===== src/hw/wdt_consts.vh =====
// Register map, field positions, reset values and fixed counts of the watchdog.
// Assumes inclusion by bare name from the watchdog design files.
`ifndef WDT_CONSTS_VH
`define WDT_CONSTS_VH

// Register byte offsets on the AXI4-Lite slave.
`define WDT_ADDR_MODE 4'h0
`define WDT_ADDR_RELOAD 4'h4
`define WDT_ADDR_FEED 4'h8
`define WDT_ADDR_COUNT 4'hC
`define WDT_ADDR_CLKSEL 5'h10

// Mode register fields.
`define WDT_MODE_ENABLE 0
`define WDT_MODE_RESET_SEL 1
`define WDT_MODE_TIMEOUT 2
`define WDT_MODE_WDT_RESET 3
`define WDT_MODE_FEED_ERROR 4

// Reset values.
`define WDT_RESET_SEL_INIT 1'b1
`define WDT_RELOAD_INIT 24'h0000FF
`define WDT_COUNT_INIT 24'hFFFFFF

// Feed keys, written in this order.
`define WDT_FEED_KEY1 8'hAA
`define WDT_FEED_KEY2 8'h55

// Smallest reload value the counter accepts.
`define WDT_RELOAD_FLOOR 24'h0000FF

// Prescaler counts watchdog clock edges up to this value, so it divides by one more (four).
`define WDT_PRESCALE_LAST 2'h3

// Length of the system reset pulse in clk cycles.
`define WDT_RESET_PULSE_CYCLES 5'h10

// AXI response codes.
`define WDT_RESP_OKAY 2'h0
`define WDT_RESP_SLVERR 2'h2

`endif


===== src/hw/wdt_prescale.v =====
// Watchdog clock selection, synchronisation and fixed divide-by-four prescaler.
// Assumes both watchdog clock sources are far slower than clk (at most a quarter of its rate).
`include "wdt_consts.vh"

module wdt_prescale (
  // System clock and reset
  input wire clk,
  input wire reset,
  // Watchdog clock sources and selection
  input wire free_running_oscillator_clk,
  input wire external_clk,
  input wire sel_external,
  // One-cycle pulse every fourth watchdog clock rising edge
  output reg tick
);

  reg [1:0] sync_osc;
  reg [1:0] sync_ext;
  reg watchdog_clock_prev;
  reg [1:0] div_count;
  wire watchdog_clock;
  wire rise;

  // Only the second synchroniser stage is read.
  assign watchdog_clock = sel_external ? sync_ext[1] : sync_osc[1];
  assign rise = watchdog_clock & ~watchdog_clock_prev;

  always @(posedge clk) begin
    if (reset) begin
      sync_osc <= 2'h0;
      sync_ext <= 2'h0;
      watchdog_clock_prev <= 1'b0;
      div_count <= 2'h0;
      tick <= 1'b0;
    end else begin
      sync_osc <= {sync_osc[0], free_running_oscillator_clk};
      sync_ext <= {sync_ext[0], external_clk};
      watchdog_clock_prev <= watchdog_clock;
      tick <= rise && (div_count == `WDT_PRESCALE_LAST);
      if (rise) begin
        div_count <= div_count + 2'h1;
      end
    end
  end

endmodule // wdt_prescale


===== src/hw/wdt_top.v =====
// Watchdog timer with AXI4-Lite register slave, 24-bit down-counter and feed checker.
// Assumes software is the only party at the registers; clk is 200 MHz.
//
// What this block does
// - Once enabled, the watchdog fires a system reset, or an interrupt when reset_sel is clear, if it is not reloaded before the interval ends.
// - Software can set the enable, but only a hardware reset or a watchdog event clears it.
// - While enabled, a wrong or unfinished feed sequence fires the watchdog action itself.
// - A readable flag tells that the latest reset came from the watchdog.
// - The watchdog clock passes a fixed divide-by-four prescaler before the 24-bit counter.
// - The 24-bit counter decrements by one per prescaled tick and expires when it runs out.
// - A reload value below 0xFF is replaced by 0xFF when loaded into the counter.
// - The timeout spans 256 to 2^24 times four watchdog clock periods in steps of four periods.
// - The watchdog clock is the 2 MHz oscillator-derived clock or the external clock, as selected.
`include "wdt_consts.vh"

module wdt_top (
  // Clock and reset
  input wire clk,
  input wire reset,
  // Watchdog clock sources
  input wire free_running_oscillator_clk,
  input wire external_clk,
  // Debug halt from the core, same clock domain
  input wire debug_halt,
  // AXI4-Lite write address
  input wire [4:0] s_axi_awaddr,
  input wire s_axi_awvalid,
  output wire s_axi_awready,
  // AXI4-Lite write data
  input wire [31:0] s_axi_wdata,
  input wire [3:0] s_axi_wstrb,
  input wire s_axi_wvalid,
  output wire s_axi_wready,
  // AXI4-Lite write response
  output reg [1:0] s_axi_bresp,
  output reg s_axi_bvalid,
  input wire s_axi_bready,
  // AXI4-Lite read address
  input wire [4:0] s_axi_araddr,
  input wire s_axi_arvalid,
  output wire s_axi_arready,
  // AXI4-Lite read data
  output reg [31:0] s_axi_rdata,
  output reg [1:0] s_axi_rresp,
  output reg s_axi_rvalid,
  input wire s_axi_rready,
  // Watchdog actions
  output reg system_reset_out,
  output reg watchdog_irq
);

  localparam [1:0] ST_IDLE = 2'b01;
  localparam [1:0] ST_ARMED = 2'b10;

  reg aw_held;
  reg w_held;
  reg [4:0] aw_addr;
  reg [31:0] w_data;
  reg [3:0] w_strb;
  reg enable;
  reg reset_sel;
  reg timeout_flag;
  reg wdt_reset_flag;
  reg feed_error_flag;
  reg [23:0] reload;
  reg [23:0] count;
  reg clk_sel_external;
  reg [1:0] feed_state;
  reg [1:0] next_feed_state;
  reg [4:0] pulse_count;
  reg [31:0] next_rdata;
  reg next_rerr;
  reg feed_ok;
  reg feed_bad;
  reg write_err;
  reg [23:0] next_reload;
  integer i;

  wire tick;
  wire do_write;
  wire do_read;
  wire expire;
  wire wdt_event;
  wire mode_write;
  wire [7:0] w_byte0;

  // Loaded value with the floor applied.
  function [23:0] clamp_reload;
    input [23:0] value;
    begin
      clamp_reload = (value < `WDT_RELOAD_FLOOR) ? `WDT_RELOAD_FLOOR : value;
    end
  endfunction

  wdt_prescale u_prescale (
    .clk(clk),
    .reset(reset),
    .free_running_oscillator_clk(free_running_oscillator_clk),
    .external_clk(external_clk),
    .sel_external(clk_sel_external),
    .tick(tick)
  );

  // Address and data are taken independently and held until the response is sent.
  assign s_axi_awready = ~aw_held;
  assign s_axi_wready = ~w_held;
  assign do_write = aw_held & w_held & ~s_axi_bvalid;
  assign s_axi_arready = ~s_axi_rvalid;
  assign do_read = s_axi_arvalid & ~s_axi_rvalid;
  assign w_byte0 = w_data[7:0];
  assign mode_write = do_write && (aw_addr == {1'b0, `WDT_ADDR_MODE}) && w_strb[0];

  // Count runs from the loaded value down to zero, so N+1 ticks of four watchdog clocks elapse.
  assign expire = enable && tick && !debug_halt && (count == 24'h0);
  assign wdt_event = expire || (enable && feed_bad);

  // Feed checker: any access that comes between the two keys breaks the sequence.
  always @* begin
    next_feed_state = feed_state;
    feed_ok = 1'b0;
    feed_bad = 1'b0;
    case (feed_state)
      ST_IDLE: begin
        if (do_write && aw_addr == {1'b0, `WDT_ADDR_FEED}) begin
          if (w_byte0 == `WDT_FEED_KEY1) begin
            next_feed_state = ST_ARMED;
          end else begin
            feed_bad = 1'b1;
          end
        end
      end
      ST_ARMED: begin
        if (do_write && aw_addr == {1'b0, `WDT_ADDR_FEED} && w_byte0 == `WDT_FEED_KEY2) begin
          feed_ok = 1'b1;
          next_feed_state = ST_IDLE;
        end else if (do_write || do_read) begin
          feed_bad = 1'b1;
          next_feed_state = ST_IDLE;
        end
      end
      default: begin
        next_feed_state = ST_IDLE;
      end
    endcase
  end

  // Reload register with byte lanes, and the decode of unmapped write addresses.
  always @* begin
    next_reload = reload;
    for (i = 0; i < 3; i = i + 1) begin
      if (w_strb[i]) begin
        next_reload[i*8 +: 8] = w_data[i*8 +: 8];
      end
    end
    case (aw_addr)
      {1'b0, `WDT_ADDR_MODE}, {1'b0, `WDT_ADDR_RELOAD}, {1'b0, `WDT_ADDR_FEED},
      {1'b0, `WDT_ADDR_COUNT}, `WDT_ADDR_CLKSEL: write_err = 1'b0;
      default: write_err = 1'b1;
    endcase
  end

  // Read mux; reserved bits read as zero.
  always @* begin
    next_rdata = 32'h0;
    next_rerr = 1'b0;
    case (s_axi_araddr)
      {1'b0, `WDT_ADDR_MODE}: begin
        next_rdata[`WDT_MODE_ENABLE] = enable;
        next_rdata[`WDT_MODE_RESET_SEL] = reset_sel;
        next_rdata[`WDT_MODE_TIMEOUT] = timeout_flag;
        next_rdata[`WDT_MODE_WDT_RESET] = wdt_reset_flag;
        next_rdata[`WDT_MODE_FEED_ERROR] = feed_error_flag;
      end
      {1'b0, `WDT_ADDR_RELOAD}: next_rdata = {8'h0, reload};
      {1'b0, `WDT_ADDR_FEED}: next_rdata = 32'h0;
      {1'b0, `WDT_ADDR_COUNT}: next_rdata = {8'h0, count};
      `WDT_ADDR_CLKSEL: next_rdata = {31'h0, clk_sel_external};
      default: next_rerr = 1'b1;
    endcase
  end

  // Bus channels.
  always @(posedge clk) begin
    if (reset) begin
      aw_held <= 1'b0;
      w_held <= 1'b0;
      aw_addr <= 5'h0;
      w_data <= 32'h0;
      w_strb <= 4'h0;
      s_axi_bvalid <= 1'b0;
      s_axi_bresp <= `WDT_RESP_OKAY;
      s_axi_rvalid <= 1'b0;
      s_axi_rdata <= 32'h0;
      s_axi_rresp <= `WDT_RESP_OKAY;
    end else begin
      if (s_axi_awvalid && !aw_held) begin
        aw_held <= 1'b1;
        aw_addr <= {s_axi_awaddr[4:2], 2'h0};
      end
      if (s_axi_wvalid && !w_held) begin
        w_held <= 1'b1;
        w_data <= s_axi_wdata;
        w_strb <= s_axi_wstrb;
      end
      if (do_write) begin
        s_axi_bvalid <= 1'b1;
        s_axi_bresp <= write_err ? `WDT_RESP_SLVERR : `WDT_RESP_OKAY;
      end else if (s_axi_bvalid && s_axi_bready) begin
        s_axi_bvalid <= 1'b0;
        aw_held <= 1'b0;
        w_held <= 1'b0;
      end
      if (do_read) begin
        s_axi_rvalid <= 1'b1;
        s_axi_rdata <= next_rdata;
        s_axi_rresp <= next_rerr ? `WDT_RESP_SLVERR : `WDT_RESP_OKAY;
      end else if (s_axi_rvalid && s_axi_rready) begin
        s_axi_rvalid <= 1'b0;
      end
    end
  end

  // Watchdog core.
  always @(posedge clk) begin
    if (reset) begin
      enable <= 1'b0;
      reset_sel <= `WDT_RESET_SEL_INIT;
      timeout_flag <= 1'b0;
      wdt_reset_flag <= 1'b0;
      feed_error_flag <= 1'b0;
      reload <= `WDT_RELOAD_INIT;
      count <= `WDT_COUNT_INIT;
      clk_sel_external <= 1'b0;
      feed_state <= ST_IDLE;
      pulse_count <= 5'h0;
      system_reset_out <= 1'b0;
      watchdog_irq <= 1'b0;
    end else begin
      feed_state <= next_feed_state;
      watchdog_irq <= wdt_event && !reset_sel;
      if (wdt_event) begin
        enable <= 1'b0;
        count <= `WDT_COUNT_INIT;
      end else begin
        if (mode_write && w_data[`WDT_MODE_ENABLE] && !enable) begin
          enable <= 1'b1;
          count <= clamp_reload(reload);
        end else if (feed_ok) begin
          count <= clamp_reload(reload);
        end else if (enable && tick && !debug_halt) begin
          count <= count - 24'h1;
        end
      end
      // Action select is locked while running, so a running watchdog cannot be softened.
      if (mode_write && !enable) begin
        reset_sel <= w_data[`WDT_MODE_RESET_SEL];
      end
      // Hardware events set the flags; a same-cycle write-one-to-clear loses.
      if (expire) begin
        timeout_flag <= 1'b1;
      end else if (mode_write && w_data[`WDT_MODE_TIMEOUT]) begin
        timeout_flag <= 1'b0;
      end
      if (enable && feed_bad) begin
        feed_error_flag <= 1'b1;
      end else if (mode_write && w_data[`WDT_MODE_FEED_ERROR]) begin
        feed_error_flag <= 1'b0;
      end
      if (wdt_event && reset_sel) begin
        wdt_reset_flag <= 1'b1;
      end else if (mode_write && w_data[`WDT_MODE_WDT_RESET]) begin
        wdt_reset_flag <= 1'b0;
      end
      if (do_write && aw_addr == {1'b0, `WDT_ADDR_RELOAD}) begin
        reload <= next_reload;
      end
      if (do_write && aw_addr == `WDT_ADDR_CLKSEL && w_strb[0]) begin
        clk_sel_external <= w_data[0];
      end
      if (wdt_event && reset_sel) begin
        pulse_count <= `WDT_RESET_PULSE_CYCLES;
        system_reset_out <= 1'b1;
      end else if (pulse_count != 5'h0) begin
        pulse_count <= pulse_count - 5'h1;
        system_reset_out <= (pulse_count != 5'h1);
      end
    end
  end

endmodule // wdt_top


===== config.mk =====
export PLATFORM = sky130hd
export DESIGN_NAME = wdt_top
export DESIGN_NICKNAME = d
export VERILOG_FILES = /design/src/hw/wdt_prescale.v /design/src/hw/wdt_top.v
export VERILOG_INCLUDE_DIRS = /design/src /design/src/hw
export SDC_FILE = /design/constraint.sdc
export NUM_CORES = 1
export LEC_CHECK = 0
export BUFFER_PORTS_ARGS = -buffer_cell sky130_fd_sc_hd__buf_4
export CORE_ASPECT_RATIO = 1.5
export CORE_MARGIN = 2
export CORE_UTILIZATION = 33
export CTS_BUF_LIST = sky130_fd_sc_hd__clkbuf_16
export CTS_CLUSTER_DIAMETER = 200
export DETAILED_ROUTE_END_ITERATION = 16
export GPL_TIMING_DRIVEN = 0
export PLACE_DENSITY = 0.48
export SLEW_MARGIN = 20
export SYNTH_ARGS = -nofsm -noshare
export SYNTH_HDL_FRONTEND = slang
export SYNTH_SLANG_ARGS = --single-unit

===== constraint.sdc =====
create_clock -name clk -period 2.7 [get_ports clk]
set_input_delay 0.135 -clock clk [delete_from_list [all_inputs] [get_ports clk]]
set_output_delay 0.135 -clock clk [all_outputs]
set_load 0.01 [all_outputs]

==> impl_results.md <==
- Final hold vios: 0
- Post-synthesis cell count: around 700
- Synth unique cells: 64
- Ys async rst share: 0%
- Bufs and invs on worst path: 1
- Initial antenna violation count: 0
- WHS Path Cells: 5
- Slowest CP cell: or4bb_2
- Maximum vdd drop: 0.000289 V
- Hold slack: roughly 0.21 ns
- Setup Crit Path Kind: reg -> reg
- Post-synth top area share: 43.7%
- Worst Reg-to-Reg Cells: 6
- TritonCTS buffer count: 17
- Main combinational cell family by area after synthesis: simple AND/OR/NAND/NOR gates
- Post-synthesis sequential element count: around 130
- Hold path start: s_axi_araddr[0]
- Post-DP HPWL: around 13000 um
- Minimum clock period: about 2.4 ns
- Placer Congestion: 0.833
- RSZ-0062 raised after global routing: no
- Synth area leader: dfxtp_1
- Primary FF master, synth: dfxtp_1
- Post-route DRC: 0
- GRT Residual Overflow: 0
- Die X: ~110 um
- FF-to-FF End: count[21]
- Worst-margin pin slew: approximately 0.81 ns
- Simple-gate area share of the yosys netlist: around a quarter
- Worst EP required: between 3 and 4 ns
- Wirelength per Cell: roughly 16 um
- Nets: 891
- Crit-path cells: nor3b_1 > or4bb_2 > o32ai_4 > buf_4 > nor2_1 > o21ai_2
- DRT Pass-1 Iters: 4
- Die area: about 0.019 mm^2
- Critical Path Sink Type: flip-flop
- Synth Area per Inst: roughly 8.7 um^2
- Setup Buffers After CTS: 0
- PD cells: 635 mW/mm^2
- Hold endpoint: s_axi_rresp[1]
- Post-DRT Antenna Nets: 0
- Final clock period utilization by the worst path: 88.9%
- Max_slew headroom: ~46%
- Setup violations, final: 0
- Critical Path Source Type: flip-flop
- Root Buffer: clkbuf_16
- CP Max Fanout: 10
- Worst path top cell family by delay: simple AND/OR/NAND/NOR gates
- Max frequency: approximately 420 MHz
- Register area: between 0.002 and 0.003 mm^2
- Clk buf depth: 2
- Top routing layer used: met4
- Final Non-Filler Cells: between 1000 and 1500
- Ports: about 100
- Core region area: approximately 0.018 mm^2
- Critical path's largest stage delay: approximately 0.7 ns
- Metal3 WL: ~600 um
- Max Cap Viol: 0
- Area Growth Syn to Fin: 30.6%
- Tot GR Track Use: about 18%
- Initial Util: between 30% and 40%
- # fillers: 1770
- Placed instance area: just under 0.007 mm^2
- Most common cell in the netlist: dfxtp_1
- Static Leak: ~0.0031 uW
- Post-Synth Adder-Cell Area: under 10%
- Via density: 4.96
- Synth Area in Compound Gates: roughly 14%
- R2r setup slk: roughly 0.30 ns
- DRT Wirelength: approximately 17000 um
- Vias in the first global route: 5382
- Sink Count: around 130
- Max Slew Vio Count: 0
- FF-to-FF Start: aw_addr[2]
- Met2 wire length: ~8700 um
- Port Buffer Count: 75
- Yosys warning total: 0
- Mapped Area: 0.00601 mm^2
- Core Rows: 60
- Crit path DAT: approximately 2.8 ns
- First-pass GRT wire length: 27200 um
- Layout cells sized above 1: about a fifth
- Detailed Route Iter0 Violations: about 220
- # placed instances: 988
- DR vias: around 5200
- Setup slack after layout: approximately 0.3 ns
- Clock-pin slew on the worst setup and hold paths: ~0.06 ns
- Worst hold path class: in -> reg
- Multiplexer share of the synthesized area: 7.21%
- Outcome: finished, final reports clean
- Placement Setup Slack: 0.224 ns
- Worst Skew: about 0.0092 ns
- CTS tree: built
- Ant. Diodes: 0
- Pin count of the biggest net entering global routing: 17
- Post-synth top cells: dfxtp_1, nand2_1, nor2_1
- WL met1: 7290 um
- Post-synthesis sequential area ratio: between 40% and 50%
- Final Cell Area: between 0.007 and 0.008 mm^2
- Post-Synth XOR/XNOR Area: between 3 and 4%
- TNS Setup: 0 ns
- Top cells by area in the synthesized netlist: dfxtp_1, nand2_1, a21oi_1, nor2_1, mux2i_1
- Die Y: roughly 170 um
- Post-synth EDFFs: 0
- Multi-input gate area: slightly above 0.003 mm^2
- H-tree depth: 4
- Clk_lat worst skew: 0.42 ns
-- per-layer routing --
| metal | up-vias | track usage [%] |
|---|---|---|
| met2 | 111 | 32.0 |
| met1 | 2462 | 20.7 |
| met4 | 0 | 7.74 |
| li1 | 2635 | - |
| met3 | 30 | 4.32 |
| met5 | - | 0 |
-- cell type report --
class                   count  area share, %
clock inverters            15           2.12
repair buffers            112           11.9
multi-input cells         505           39.2
clock buffers              17           5.43
inverters                  14          0.670
flip-flops and latches    131           33.4
plain buffers              46           3.75
well taps                 217           3.46
-- worst max-delay path by stage --
stage                 start   endpoint  depth (start not counted)
2_1_floorplan  s_axi_bvalid  count[10]                          8
3_3_place_gp     aw_addr[2]   count[2]                          7
3_5_place_dp     aw_addr[2]   count[0]                          7
4_1_cts          aw_addr[2]   count[0]                          7
5_1_grt          aw_addr[2]  count[22]                          6
6_report         aw_addr[2]  count[21]                          6
-- report_power, final --
part	switching [uW]	internal, uW
Combinational	297	287
Clock	877	1440
Sequential	64.2	2020
Total	1240	3740
-- cell usage in the layout (no fill, tap or decap), types with 14 or more instances in the layout --
| cell | instances |
|---|---|
| nand2_1 | 121 |
| nor2_1 | 72 |
| mux2_2 | 18 |
| a22oi_1 | 24 |
| buf_4 | 87 |
| inv_1 | 14 |
| dlygate4sd3_1 | 37 |
| nor3_1 | 21 |
| clkbuf_16 | 17 |
| mux2i_1 | 23 |
| a21oi_1 | 56 |
| dfxtp_1 | 131 |
| clkbuf_1 | 26 |
| o21ai_0 | 14 |
-- per-stage QoR --
stage / utilization, % / power [uW]
2_1_floorplan: - / 2480
3_3_place_gp: 38.5 / 2640
3_5_place_dp: 38.5 / 2670
4_1_cts: 43.9 / 5040
5_1_grt: 43.9 / 5190
6_report: 43.9 / 4980
-- worst reg2reg max path, delay by kind of cell (launching register included) --
family	cells	cell delay [ns]
simple gates	3	1.18
buf+inv	1	0.30
flops	1	0.37
compound gates	2	0.48
-- registers in the layout (all words and copies together) (netlist names), 2 cells and up --
signal,cells
u_prescale.sync_osc,2
u_prescale.div_count,2
s_axi_rdata,24
w_strb,3
aw_addr,3
feed_state,2
pulse_count,5
u_prescale.sync_ext,2
reload,24
w_data,24
count,24
-- repair_timing --
action / in CTS / in global routing
hold endpoints to repair: 38 / 0
gates resized for setup: 0 / 1
hold buffers: 37 / 0
setup endpoints to repair: 0 / 2
-- kinds of logic (layout without fill, tap and decap cells) --
family,Yosys count,count (layout)
adders and majority gates,8,8
and+or+nand+nor,293,293
xor gates and xnor gates,24,24
muxes,41,41
other,1,10
DFF,131,131
buffers and inverters,60,204
AOI/OAI and AO/OA,129,129
Note: power is estimated with default switching activity, not from simulation.
